### src/common/lid_defs.svh
// Constants for the low-power input detection configuration block.
// Operation
// - Comparator-only channel: comparator on, no polling current
// - Comparator-only channel sampled per tick, change wakes
// - Ground-sensing programmable channel, bit clear: delta threshold
// - Ground-sensing programmable channel, bit set: normal threshold
// - Battery-sensing programmable channel always uses 4.0 V
// - Ground channel bit: set normal, clear delta
`ifndef LID_DEFS_SVH
`define LID_DEFS_SVH

`define LID_FRAME_BITS     6'h20
`define LID_ADDR_MSB       31
`define LID_ADDR_LSB       25
`define LID_RW_BIT         24
`define LID_FAULT_BIT      23
`define LID_INT_FLAG_BIT   22
`define LID_RDATA_BITS     22
`define LID_WDATA_BITS     24

`define LID_ADDR_GND_CMP   7'h13
`define LID_ADDR_PRG_THR   7'h14
`define LID_ADDR_GND_THR   7'h15

`define LID_GND_CH         14
`define LID_PRG_CH         8
`define LID_REG_RST        24'h000000

`define LID_CLK_MHZ        20
`define LID_TICK_PERIOD_US 1000

`endif

### src/common/lid_pkg.sv
// Types shared by the low-power input detection configuration block.
package lid_pkg;

	typedef enum logic [1:0] {
		LID_THR_DELTA   = 2'h0,
		LID_THR_NORMAL  = 2'h1,
		LID_THR_BATTERY = 2'h2
	} lid_thr_t;

endpackage

### src/common/lid_chan_if.sv
// Carrier between the register logic and one group of channels.
`timescale 1ns/1ps
interface lid_chan_if #(
	parameter int N = 8
);
	logic                         low_power;
	logic                         tick;
	logic [N-1:0]                 comp_only;
	logic [N-1:0]                 thr_sel;
	logic [N-1:0]                 to_battery;
	logic [N-1:0]                 pin;
	logic [N-1:0]                 cmp_only_on;
	lid_pkg::lid_thr_t [N-1:0]    thr;
	logic                         wake;

	modport ctrl (
		output low_power,
		output tick,
		output comp_only,
		output thr_sel,
		output to_battery,
		output pin,
		input  cmp_only_on,
		input  thr,
		input  wake
	);

	modport chan (
		input  low_power,
		input  tick,
		input  comp_only,
		input  thr_sel,
		input  to_battery,
		input  pin,
		output cmp_only_on,
		output thr,
		output wake
	);
endinterface

### src/design/lid_top.sv
// SPI register bank and low-power input detection control.
`timescale 1ns/1ps
`include "lid_defs.svh"
module lid_top #(
	parameter int GND_CH      = `LID_GND_CH,
	parameter int PRG_CH      = `LID_PRG_CH,
	parameter int TICK_CYCLES = `LID_TICK_PERIOD_US * `LID_CLK_MHZ
) (
	input  wire logic                       clk_i,
	input  wire logic                       arst_n_i,
	input  wire logic                       spi_sclk_i,
	input  wire logic                       spi_cs_n_i,
	input  wire logic                       spi_mosi_i,
	output logic                            spi_miso_o,
	output logic                            spi_miso_oe_o,
	input  wire logic                       fault_status_i,
	input  wire logic                       interrupt_flag_i,
	input  wire logic                       low_power_state_i,
	input  wire logic [PRG_CH-1:0]          programmable_channel_battery_i,
	input  wire logic [GND_CH-1:0]          ground_switch_channel_pin_i,
	output logic [GND_CH-1:0]               ground_cmp_only_on_o,
	output lid_pkg::lid_thr_t [GND_CH-1:0]  ground_thr_o,
	output lid_pkg::lid_thr_t [PRG_CH-1:0]  programmable_thr_o,
	output logic                            wake_o
);
	localparam int RD = `LID_RDATA_BITS;

	if (GND_CH < 1 || GND_CH > RD || PRG_CH < 1 || PRG_CH > RD ||
	    TICK_CYCLES < 2) begin : g_bad
		$error("lid_top parameters out of range");
	end

	// Pin synchronisers; stage 3 only serves edge detection.
	logic [2:0]        sclk_s;
	logic [2:0]        cs_s;
	logic [1:0]        mosi_s;
	logic [GND_CH-1:0] pin_s1;
	logic [GND_CH-1:0] pin_s2;

	always_ff @(posedge clk_i or negedge arst_n_i) begin
		if (!arst_n_i) begin
			sclk_s <= 3'h0;
			cs_s   <= 3'h7;
			mosi_s <= 2'h0;
			pin_s1 <= '0;
			pin_s2 <= '0;
		end else begin
			sclk_s <= {sclk_s[1:0], spi_sclk_i};
			cs_s   <= {cs_s[1:0], spi_cs_n_i};
			mosi_s <= {mosi_s[0], spi_mosi_i};
			pin_s1 <= ground_switch_channel_pin_i;
			pin_s2 <= pin_s1;
		end
	end

	logic cs_act;
	logic cs_fall;
	logic cs_rise;
	logic sck_rise;
	logic sck_fall;

	assign cs_act   = !cs_s[1];
	assign cs_fall  = cs_s[2] && !cs_s[1];
	assign cs_rise  = !cs_s[2] && cs_s[1];
	assign sck_rise = cs_act && sclk_s[1] && !sclk_s[2];
	assign sck_fall = cs_act && !sclk_s[1] && sclk_s[2];

	// Frame engine and registers.
	logic [31:0]       sh_in;
	logic [31:0]       next_sh_in;
	logic [31:0]       sh_out;
	logic [31:0]       next_sh_out;
	logic [31:0]       reply;
	logic [31:0]       next_reply;
	logic [5:0]        cnt;
	logic [5:0]        next_cnt;
	logic              miso;
	logic              next_miso;
	logic              miso_oe;
	logic [GND_CH-1:0] ground_channel_comparator_only;
	logic [GND_CH-1:0] next_gnd_cmp;
	logic [PRG_CH-1:0] programmable_channel_lpm_threshold;
	logic [PRG_CH-1:0] next_prg_thr;
	logic [GND_CH-1:0] ground_channel_lpm_threshold;
	logic [GND_CH-1:0] next_gnd_thr;

	logic [6:0]        addr;
	logic              rw;
	logic [RD-1:0]     rdata;

	assign addr = sh_in[`LID_ADDR_MSB:`LID_ADDR_LSB];
	assign rw   = sh_in[`LID_RW_BIT];

	always_comb begin
		next_sh_in   = sh_in;
		next_sh_out  = sh_out;
		next_reply   = reply;
		next_cnt     = cnt;
		next_miso    = miso;
		next_gnd_cmp = ground_channel_comparator_only;
		next_prg_thr = programmable_channel_lpm_threshold;
		next_gnd_thr = ground_channel_lpm_threshold;
		rdata        = '0;
		if (cs_fall) begin
			next_cnt    = 6'h00;
			next_sh_out = reply;
			next_miso   = reply[31];
		end else if (sck_rise) begin
			next_sh_in = {sh_in[30:0], mosi_s[1]};
			if (cnt != 6'h3F) begin
				next_cnt = cnt + 6'h01;
			end
		end else if (sck_fall) begin
			next_sh_out = {sh_out[30:0], 1'b0};
			next_miso   = sh_out[30];
		end else if (cs_rise && cnt == `LID_FRAME_BITS) begin
			// Only whole frames act; the reply to this frame goes out
			// during the next one and reflects the value after any write.
			if (rw) begin
				case (addr)
				`LID_ADDR_GND_CMP: begin
					next_gnd_cmp = sh_in[GND_CH-1:0];
				end
				`LID_ADDR_PRG_THR: begin
					next_prg_thr = sh_in[PRG_CH-1:0];
				end
				`LID_ADDR_GND_THR: begin
					next_gnd_thr = sh_in[GND_CH-1:0];
				end
				default: begin
				end
				endcase
			end
			case (addr)
			`LID_ADDR_GND_CMP: begin
				rdata = RD'(next_gnd_cmp);
			end
			`LID_ADDR_PRG_THR: begin
				rdata = RD'(next_prg_thr);
			end
			`LID_ADDR_GND_THR: begin
				rdata = RD'(next_gnd_thr);
			end
			default: begin
				rdata = '0;
			end
			endcase
			next_reply = {addr, rw, fault_status_i, interrupt_flag_i,
			              rdata};
		end
	end

	always_ff @(posedge clk_i or negedge arst_n_i) begin
		if (!arst_n_i) begin
			sh_in   <= 32'h00000000;
			sh_out  <= 32'h00000000;
			reply   <= 32'h00000000;
			cnt     <= 6'h00;
			miso    <= 1'b0;
			miso_oe <= 1'b0;
			ground_channel_comparator_only     <= '0;
			programmable_channel_lpm_threshold <= '0;
			ground_channel_lpm_threshold       <= '0;
		end else begin
			sh_in   <= next_sh_in;
			sh_out  <= next_sh_out;
			reply   <= next_reply;
			cnt     <= next_cnt;
			miso    <= next_miso;
			miso_oe <= cs_act;
			ground_channel_comparator_only     <= next_gnd_cmp;
			programmable_channel_lpm_threshold <= next_prg_thr;
			ground_channel_lpm_threshold       <= next_gnd_thr;
		end
	end

	assign spi_miso_o    = miso;
	assign spi_miso_oe_o = miso_oe;

	// Low-power clock: one enable pulse per period, running in low power.
	localparam int TW = $clog2(TICK_CYCLES);
	logic [TW-1:0] tdiv;
	logic [TW-1:0] next_tdiv;
	logic          tick;
	logic          next_tick;

	always_comb begin
		next_tick = 1'b0;
		next_tdiv = tdiv;
		if (!low_power_state_i) begin
			next_tdiv = '0;
		end else if (tdiv == TW'(TICK_CYCLES - 1)) begin
			next_tdiv = '0;
			next_tick = 1'b1;
		end else begin
			next_tdiv = tdiv + TW'(1);
		end
	end

	always_ff @(posedge clk_i or negedge arst_n_i) begin
		if (!arst_n_i) begin
			tdiv <= '0;
			tick <= 1'b0;
		end else begin
			tdiv <= next_tdiv;
			tick <= next_tick;
		end
	end

	lid_chan_if #(.N(GND_CH)) gnd_if ();
	lid_chan_if #(.N(PRG_CH)) prg_if ();

	assign gnd_if.low_power  = low_power_state_i;
	assign gnd_if.tick       = tick;
	assign gnd_if.comp_only  = ground_channel_comparator_only;
	assign gnd_if.thr_sel    = ground_channel_lpm_threshold;
	assign gnd_if.to_battery = '0;
	assign gnd_if.pin        = pin_s2;

	assign prg_if.low_power  = low_power_state_i;
	assign prg_if.tick       = tick;
	assign prg_if.comp_only  = '0;
	assign prg_if.thr_sel    = programmable_channel_lpm_threshold;
	assign prg_if.to_battery = programmable_channel_battery_i;
	assign prg_if.pin        = '0;

	lid_chan #(.N(GND_CH)) u_gnd (
		.clk_i    (clk_i),
		.arst_n_i (arst_n_i),
		.ch       (gnd_if.chan)
	);

	lid_chan #(.N(PRG_CH)) u_prg (
		.clk_i    (clk_i),
		.arst_n_i (arst_n_i),
		.ch       (prg_if.chan)
	);

	assign ground_cmp_only_on_o = gnd_if.cmp_only_on;
	assign ground_thr_o         = gnd_if.thr;
	assign programmable_thr_o   = prg_if.thr;
	assign wake_o               = gnd_if.wake;
endmodule

### src/design/lid_chan.sv
// Per-group low-power comparator control, sampling and threshold choice.
`timescale 1ns/1ps
module lid_chan #(
	parameter int N = 8
) (
	input  wire logic   clk_i,
	input  wire logic   arst_n_i,
	lid_chan_if.chan    ch
);
	logic [N-1:0]              smp;
	logic [N-1:0]              next_smp;
	logic [N-1:0]              on;
	logic [N-1:0]              next_on;
	lid_pkg::lid_thr_t [N-1:0] thr;
	lid_pkg::lid_thr_t [N-1:0] next_thr;
	logic                      wake;
	logic                      next_wake;

	if (N < 1) begin : g_bad
		$error("lid_chan needs at least one channel");
	end

	always_comb begin
		next_on   = ch.comp_only & {N{ch.low_power}};
		next_smp  = smp;
		next_wake = 1'b0;
		// Outside low power the reference follows the pin, so the first
		// tick compares against the level seen at entry.
		if (!ch.low_power) begin
			next_smp = ch.pin;
		end else if (ch.tick) begin
			next_smp  = ch.pin;
			next_wake = |((ch.pin ^ smp) & ch.comp_only);
		end
		for (int i = 0; i < N; i++) begin
			if (ch.to_battery[i]) begin
				next_thr[i] = lid_pkg::LID_THR_BATTERY;
			end else if (!ch.low_power || ch.thr_sel[i]) begin
				next_thr[i] = lid_pkg::LID_THR_NORMAL;
			end else begin
				next_thr[i] = lid_pkg::LID_THR_DELTA;
			end
		end
	end

	always_ff @(posedge clk_i or negedge arst_n_i) begin
		if (!arst_n_i) begin
			smp  <= '0;
			on   <= '0;
			thr  <= '{default: lid_pkg::LID_THR_NORMAL};
			wake <= 1'b0;
		end else begin
			smp  <= next_smp;
			on   <= next_on;
			thr  <= next_thr;
			wake <= next_wake;
		end
	end

	assign ch.cmp_only_on = on;
	assign ch.thr         = thr;
	assign ch.wake        = wake;
endmodule

### config.mk
export PLATFORM = sky130hd
export DESIGN_NAME = lid_top
export DESIGN_NICKNAME = d
export VERILOG_FILES = /design/src/common/lid_pkg.sv /design/src/common/lid_chan_if.sv /design/src/design/lid_top.sv /design/src/design/lid_chan.sv
export VERILOG_INCLUDE_DIRS = /design/src /design/src/common
export SDC_FILE = /design/constraint.sdc
export NUM_CORES = 1
export LEC_CHECK = 0
export BUFFER_PORTS_ARGS = -buffer_cell sky130_fd_sc_hd__clkbuf_2
export CORE_ASPECT_RATIO = 1.4
export CORE_UTILIZATION = 59
export DETAILED_ROUTE_END_ITERATION = 8
export GPL_ROUTABILITY_DRIVEN = 1
export PLACE_DENSITY = 0.87
export SYNTH_ARGS = -nofsm -noshare
export SYNTH_HDL_FRONTEND = slang
export SYNTH_SLANG_ARGS = --single-unit
### constraint.sdc
create_clock -name clk_i -period 2.63 [get_ports clk_i]
set_input_delay 0.1315 -clock clk_i [delete_from_list [all_inputs] [get_ports clk_i]]
set_output_delay 0.1315 -clock clk_i [all_outputs]
set_load 0.01 [all_outputs]
==> results of run 1 <==
## state kept, by name, summed over array words and instances, names as in the netlist
signal / flops
gnd_if.pin: 14
spi_miso_oe_o: 1
sclk_s: 3
gnd_if.comp_only: 14
sh_out: 31
u_gnd.ch.thr: 14
sh_in: 32
pin_s1: 14
spi_miso_o: 1
u_gnd.ch.wake: 1
cnt: 6
u_gnd.smp: 14
reply: 24
gnd_if.thr_sel: 14
tdiv: 15
mosi_s: 2
u_gnd.ch.cmp_only_on: 14
gnd_if.tick: 1
cs_s: 3
u_prg.ch.thr: 16
prg_if.thr_sel: 8
## metrics by stage
step | total power (uW) | hold WS (ps) | instance area [um^2] | util (%)
3_3_place_gp | 4420 | 132 | 10200 | 64.7
2_1_floorplan | 4240 | -164 | 9690 | -
3_5_place_dp | 4440 | 135 | 10200 | 64.7
6_report | 7680 | 157 | 11200 | 71.4
5_1_grt | 7940 | 170 | 11200 | 71.4
4_1_cts | 7750 | 144 | 11200 | 71.4
## placed cells by master, fill, tap and decap left out, drive strengths merged, types with 3 or more instances in the layout
| master | n |
|---|---|
| nand2 | 55 |
| nand3b | 5 |
| clkbuf | 112 |
| or4 | 5 |
| dfrtp | 217 |
| mux2i | 35 |
| nand2b | 17 |
| buf | 16 |
| a221oi | 8 |
| nor4 | 4 |
| o21ai | 45 |
| dfstp | 25 |
| conb | 14 |
| and2 | 14 |
| nand4 | 5 |
| a22o | 14 |
| a21oi | 11 |
| a22oi | 13 |
| dlygate4sd3 | 28 |
| nor2b | 4 |
| nand3 | 6 |
| mux2 | 90 |
| nor2 | 26 |
| nor3 | 13 |
| xor2 | 18 |
| ha | 3 |
| inv | 17 |
| xnor2 | 14 |
## area by class of cell
type	instances	area, um^2	area share, %
flip-flops and latches	242	6090	54.2
well taps	196	245	2.18
clock inverters	4	48.8	0.434
repair buffers	119	808	7.19
clock buffers	37	728	6.48
inverters	16	60.1	0.534
multi-input cells	433	3260	29.0
## per-layer routing
| metal | track usage (%) | share of wire (%) |
|---|---|---|
| met5 | 0 | 0 |
| met4 | 6.79 | 1.7 |
| met3 | 3.11 | 4.0 |
| met2 | 37.1 | 52 |
| met1 | 29.9 | 42 |
## worst min path at each step
stage | from | end | slack [ps]
floorplan | arst_n_i | cnt[0]$_DFFE_PN0P_ | -160
global placement | arst_n_i | u_prg.ch.thr[11]$_DFF_PN0_ | 130
detailed placement | arst_n_i | u_prg.ch.thr[11]$_DFF_PN0_ | 130
CTS | low_power_state_i | u_gnd.ch.thr[20]$_DFF_PN1_ | 140
global route | low_power_state_i | u_gnd.ch.thr[20]$_DFF_PN1_ | 170
finish | arst_n_i | u_prg.ch.thr[11]$_DFF_PN0_ | 160
## logic make-up (layout without fill, tap and decap cells)
family,Yosys count,after routing,synth area share [%]
buffers and inverters,66,176,3.58
AO/OA/AOI/OAI,94,94,6.19
XOR/XNOR,32,32,2.91
other,1,14,0.0389
flip-flops,242,242,63.2
AND/OR/NAND/NOR,165,165,8.79
multiplexers,125,125,14.9
adder cells (fa/ha/maj),3,3,0.390
## power by group through the flow
| stage | registers (uW) | clock network [uW] | logic (uW) |
|---|---|---|---|
| final | 4030 | 3270 | 385 |
| after global routing | 4040 | 3470 | 434 |
| after CTS | 4020 | 3330 | 394 |
| after detailed placement | 4080 | 0 | 356 |
| after global placement | 4070 | 0 | 344 |
| after floorplan | 4050 | 0 | 198 |
==> summary.log, run 1 <==
[drt] post-detailed-routing wire length 17.7 mm
[power_and_ir_drop] power per standard cell area 683 nW/um^2
[setup_path] endpoint class of the critical path register
[grt] residual overflow from global routing 0
[setup_path] slowest library cell on the worst path or4_1
[clocking] clock tree from TritonCTS done
[synthesis] number of warning messages in the yosys log 0
[synthesis] primary flip-flop cell chosen by synthesis mapping dfrtp_1
[die] die height 153 um
[timing] count of final setup violators 0
[die] x dimension of the die 110 um
[grt] pin count of the biggest net entering global routing 73
[finish] Total Nets Final 868
[clocking] deepest level of the CTS H-tree 1
[job] max-capacitance violation count 0
[grt] antenna violations before repair 0
[drt] Final ANT Viol Nets 0
[synthesis] leading cell type by number of instances after synthesis dfrtp_1
[power_and_ir_drop] maximum ir drop on the vdd rail 649 uV
[clocking] maximum number of buffers from clock root to sink 3
[drt] via total after detailed routing 5,806
[place] placed insts 978
[timing] PnR worst setup slack 267 ps
[clocking] number of post-CTS setup repair buffers 0
[timing] worst rel slew slack 56.9%
[setup_path] start-to-end type of the worst setup path reg2reg
[clocking] CTS root buffer clkbuf_16
[power_and_ir_drop] clock power share 42.5%
[synthesis] number of storage elements in the synthesis netlist 242
[timing] Fin. Hold Viols 0
[synthesis] async set or reset register ratio after synthesis 100%
[clocking] clock latency on the worst-skew pair 520 ps
[setup_path] required arrival time at the worst endpoint 3030 ps
[drt] number of DRC markers after the initial detailed-route iteration 358
[finish] count of non-filler cells in the finished layout 1,047
[die] effective utilization at floorplan 61.2%
[power_and_ir_drop] part of the total power dissipated in sequential elements 52.4%
[power_and_ir_drop] switching share of total power 22.3%
[place] detailed placement HPWL 11.2 mm
[setup_path] worst-path cell chain inv_1 -> ha_1 -> nand4b_1 -> or4_4 -> or4_1 -> mux2_2
[clocking] clock-pin slew of the registers on the worst-case setup and hold paths 60 ps
[setup_path] Worst Reg-to-Reg Cells 6
[grt] global-route wire length before repair 29.3 mm
[drt] number of DRC violations after detailed routing 0
[clocking] CTS-repair resized insts 0
[synthesis] top cell type by total area after synthesis dfrtp_1
[setup_path] Critical R2R Launch cnt[0]$_DFFE_PN0P_
[power_and_ir_drop] share of total power in combinational logic 5.0%
[setup_path] CP startpoint kind register
[clocking] clock buffer count from CTS 23
[synthesis] Avg Inst Size Synth 13.2 um^2
[setup_path] highest cell delay on the worst timing path 680 ps
[drt] mean routed wirelength per cell 16.9 um
[clocking] hold-fix buffers at CTS 28
[power_and_ir_drop] internal power consumption 5960 uW
[timing] final clock skew 24.6 ps
[timing] highest achievable clock rate 423 MHz
[synthesis] most frequent cells after synthesis dfrtp_1, mux2_2, nand2_1, o21ai_0, mux2i_1
[setup_path] number of buffers and inverters on the critical path 1
[finish] Area growth, synth to finish 16.6%
[drt] per-cell via count in the routed design 5.55
[place] global placer's final weighted congestion 0.784
[setup_path] critical path arrival 2770 ps
[grt] all-layer global routing usage 22.2%
[timing] Final Max Slew Viols 0
[setup_path] r2r setup slk 270 ps
[grt] via count of the first global-routing pass 5,960
[synthesis] cell types occupying the most area after synthesis dfrtp_1, mux2_2, dfstp_2
[place] count of input and output buffers 76
[finish] Antenna Cells 0
[synthesis] Post-synth EDFFs 0
[setup_path] worst setup path endpoint prg_if.thr_sel[3]$_DFFE_PN0P_
[setup_path] critical path fanouts, max 8
[timing] Setup Total Neg Slack 0 ps
[die] die area 16,900 um^2
[clocking] TritonCTS sink count 242
[timing] measured slew at the worst slew-check pin 647 ps
[timing] setup repair after global routing missed its margin no
[die] cell row count 54
[die] I/O Pins 91
[place] worst slack at placement 311 ps
[finish] share of post-route cells with drive strength above 1 29.5%
[finish] filler cell count 1,003
[power_and_ir_drop] Switch Pwr 1710 uW
[setup_path] cell class contributing the biggest share of worst-path delay simple AND/OR/NAND/NOR gates
[synthesis] Post-Synthesis Cell Area 9640 um^2
[drt] 1st-pass router iterations 4
[hold_path] Worst Hold Class in2async
[power_and_ir_drop] leakage dissipation 0.00525 uW
[setup_path] reg2reg end prg_if.thr_sel[3]$_DFFE_PN0P_
[synthesis] number of distinct library cell variants in the gate-level netlist after synthesis 44
[setup_path] Critical Path Stages 6
[setup_path] start point of the critical path cnt[0]$_DFFE_PN0P_
[synthesis] area share of the largest cell type after synthesis 56.3%
[die] area of the core region 15,700 um^2
[synthesis] cell count after synthesis 728
[timing] Period minus WS final 2360 ps
[outcome] result of the run completed
[timing] ratio of final minimum period to clock period 89.8%
[synthesis] portion of the post-synthesis area used by sequential elements 63.2%
Note: power is estimated with default switching activity, not from simulation.
==> inputs of run 2 (changes only) <==
--- a/config.mk
+++ b/config.mk
@@ -8,6 +8,8 @@
 export LEC_CHECK = 0
 export BUFFER_PORTS_ARGS = -buffer_cell sky130_fd_sc_hd__clkbuf_2
+export CELL_PAD_IN_SITES_DETAIL_PLACEMENT = 0
+export CELL_PAD_IN_SITES_GLOBAL_PLACEMENT = 2
 export CORE_ASPECT_RATIO = 1.4
-export CORE_UTILIZATION = 59
+export CORE_UTILIZATION = 41
 export DETAILED_ROUTE_END_ITERATION = 8
 export GPL_ROUTABILITY_DRIVEN = 1
==> constraint.sdc (replaced) <==
create_clock -name clk_i -period 2.63 [get_ports clk_i]
set_input_delay 0.1315 -clock clk_i [delete_from_list [all_inputs] [get_ports clk_i]]
set_output_delay 0.1315 -clock clk_i [all_outputs]
set_load 0.02 [all_outputs]
==> summary.log, run 2 (synthesized netlist as in run 1, its figures left out) <==
[hold_path] Worst Hold Class in2reg [was in2async]
[power_and_ir_drop] maximum ir drop on the vdd rail 528 uV [was 649 uV]
[finish] Total Nets Final 875 [was 868]
[die] cell row count 66 [was 54]
[clocking] clock tree from TritonCTS done [unchanged]
[grt] pin count of the biggest net entering global routing 96 [was 73]
[clocking] maximum number of buffers from clock root to sink 3 [unchanged]
[die] effective utilization at floorplan 41.7% [was 61.2%]
[finish] flip-flop count of the largest register after layout 32 [unchanged]
[timing] final clock skew 13.7 ps [was 24.6 ps]
[finish] register ranked first by flip-flop count sh_in [unchanged]
[drt] 1st-pass router iterations 4 [unchanged]
[timing] count of final setup violators 0 [unchanged]
[timing] Fin. Hold Viols 0 [unchanged]
[setup_path] critical path arrival 2760 ps [was 2770 ps]
[drt] post-detailed-routing wire length 18.3 mm [was 17.7 mm]
[finish] utilization after layout 49.9% [was 71.4%]
[place] placed insts 1,094 [was 978]
[timing] measured slew at the worst slew-check pin 697 ps [was 647 ps]
[drt] Final ANT Viol Nets 0 [unchanged]
[timing] setup repair after global routing missed its margin no [unchanged]
[clocking] clock-pin slew of the registers on the worst-case setup and hold paths 60 ps [about the same]
[setup_path] required arrival time at the worst endpoint 3060 ps [was 3030 ps]
[finish] most frequent cells in the layout dfrtp_1, clkbuf_2, mux2_2 [unchanged]
[grt] met1 routing resource usage after global routing 20.2% [was 29.9%]
[setup_path] CP startpoint kind register [unchanged]
[grt] antenna violations before repair 0 [unchanged]
[drt] per-cell via count in the routed design 4.90 [was 5.55]
[finish] Antenna Cells 0 [unchanged]
[timing] Period minus WS final 2330 ps [was 2360 ps]
[drt] number of DRC markers after the initial detailed-route iteration 258 [was 358]
[place] count of input and output buffers 76 [unchanged]
[grt] global-route wire length before repair 30.6 mm [was 29.3 mm]
[clocking] hold-fix buffers at CTS 28 [unchanged]
[timing] worst rel slew slack 53.5% [was 56.9%]
[timing] Final Max Slew Viols 0 [unchanged]
[power_and_ir_drop] leakage dissipation 0.00532 uW [was 0.00525 uW]
[setup_path] start-to-end type of the worst setup path reg2reg [unchanged]
[drt] mean routed wirelength per cell 15.7 um [was 16.9 um]
[clocking] deepest level of the CTS H-tree 1 [unchanged]
[die] I/O Pins 91 [unchanged]
[finish] most common library cell in the layout ignoring fill and taps dfrtp_1 [unchanged]
[drt] number of DRC violations after detailed routing 0 [unchanged]
[die] area of the core region 23,100 um^2 [was 15,700 um^2]
[power_and_ir_drop] power per standard cell area 709 nW/um^2 [was 683 nW/um^2]
[setup_path] endpoint class of the critical path register [unchanged]
[timing] ratio of final minimum period to clock period 88.7% [was 89.8%]
[die] die area 24,100 um^2 [was 16,900 um^2]
[place] detailed placement HPWL 12.0 mm [was 11.2 mm]
[clocking] CTS-repair resized insts 0 [unchanged]
[grt] routing usage on met2 27.5% [was 37.1%]
[setup_path] critical path fanouts, max 26 [was 8]
[finish] Area growth, synth to finish 19.6% [was 16.6%]
[finish] count of non-filler cells in the finished layout 1,166 [was 1,047]
[clocking] number of post-CTS setup repair buffers 0 [unchanged]
[finish] top flop regs sh_in x32, sh_out x31, reply x24 [unchanged]
[job] max-capacitance violation count 0 [unchanged]
[grt] grt met3 use 1.99% [was 3.11%]
[setup_path] r2r setup slk 300 ps [was 270 ps]
[drt] via total after detailed routing 5,717 [was 5,806]
[clocking] clock latency on the worst-skew pair 520 ps [about the same]
[grt] via count of the first global-routing pass 5,920 [was 5,960]
[timing] Hold Worst Slack 139 ps [was 157 ps]
[die] die height 183 um [was 153 um]
[die] x dimension of the die 132 um [was 110 um]
[grt] residual overflow from global routing 0 [unchanged]
[finish] Finished Cell Area 11,500 um^2 [was 11,200 um^2]
[finish] filler cell count 2,045 [was 1,003]
[grt] GR peak layer met2 [unchanged]
[clocking] TritonCTS sink count 242 [unchanged]
[timing] Setup Total Neg Slack 0 ps [unchanged]
[place] global placer's final weighted congestion 0.769 [was 0.784]
[timing] highest achievable clock rate 429 MHz [was 423 MHz]
[clocking] CTS root buffer clkbuf_16 [unchanged]
[outcome] result of the run completed [unchanged]
[place] total placed instance area 10,400 um^2 [was 10,200 um^2]
[finish] share of post-route cells with drive strength above 1 30.6% [was 29.5%]
[clocking] clock buffer count from CTS 24 [was 23]
[grt] all-layer global routing usage 15.7% [was 22.2%]
run 2: cell types whose count changed in the layout (fill, tap and decap cells not counted), sizes merged:
cell and delta:
buf +6, bufinv +5, clkbuf -8, clkinv +3, clkinvlp +2, inv +1
run 2: report_power, final:
| part | switching (uW) | internal (uW) | total [uW] |
|---|---|---|---|
| registers | 144 | 3870 | 4020 |
| clock network | 1450 | 2300 | 3750 |
| logic | 235 | 180 | 415 |
run 2: metrics by stage:
stage	worst slack, ps	power (uW)
CTS	266	8290
detailed placement	281	4480
global route	160	8500
finish	297	8180
floorplan	239	4270
global placement	310	4460
run 2: area by class of cell:
| class | instances | area, um^2 | area share, % |
|---|---|---|---|
| Timing Repair Buffer | 125 | 841 | 7.29 |
| Sequential cell | 242 | 6090 | 52.8 |
| Clock inverter | 15 | 230 | 2.00 |
| Inverter | 16 | 60.1 | 0.521 |
| Clock buffer | 29 | 659 | 5.72 |
| Tap cell | 306 | 383 | 3.32 |
| Multi-Input combinational cell | 433 | 3270 | 28.3 |
run 2: critical path, stage by stage, from the launching register on:
cell and delay, ps:
dfrtp_1 420, inv_1 70, ha_1 150, nand4b_1 100, or4_4 460, buf_4 250
or3_1 550, o21ai_0 250
run 2: metal layers:
metal  vias up  routed length (um)
met5         -                   0
met4         0                 313
met3        27                 701
met2       131                9230
met1      2842                8020
li1       2717                   -
run 2: final timing paths:
path,from,to,cells past startpoint
worst max-delay path,cnt[0]$_DFFE_PN0P_,reply[2]$_DFFE_PN0P_,7
max in group asynchronous,arst_n_i,u_gnd.ch.thr[12]$_DFF_PN1_,3
worst max register to register,cnt[0]$_DFFE_PN0P_,reply[2]$_DFFE_PN0P_,7
min in group asynchronous,arst_n_i,gnd_if.pin[8]$_DFF_PN0_,2
worst min-delay path,low_power_state_i,u_gnd.ch.thr[16]$_DFF_PN1_,3
worst min register to register,pin_s1[13]$_DFF_PN0_,gnd_if.pin[13]$_DFF_PN0_,0
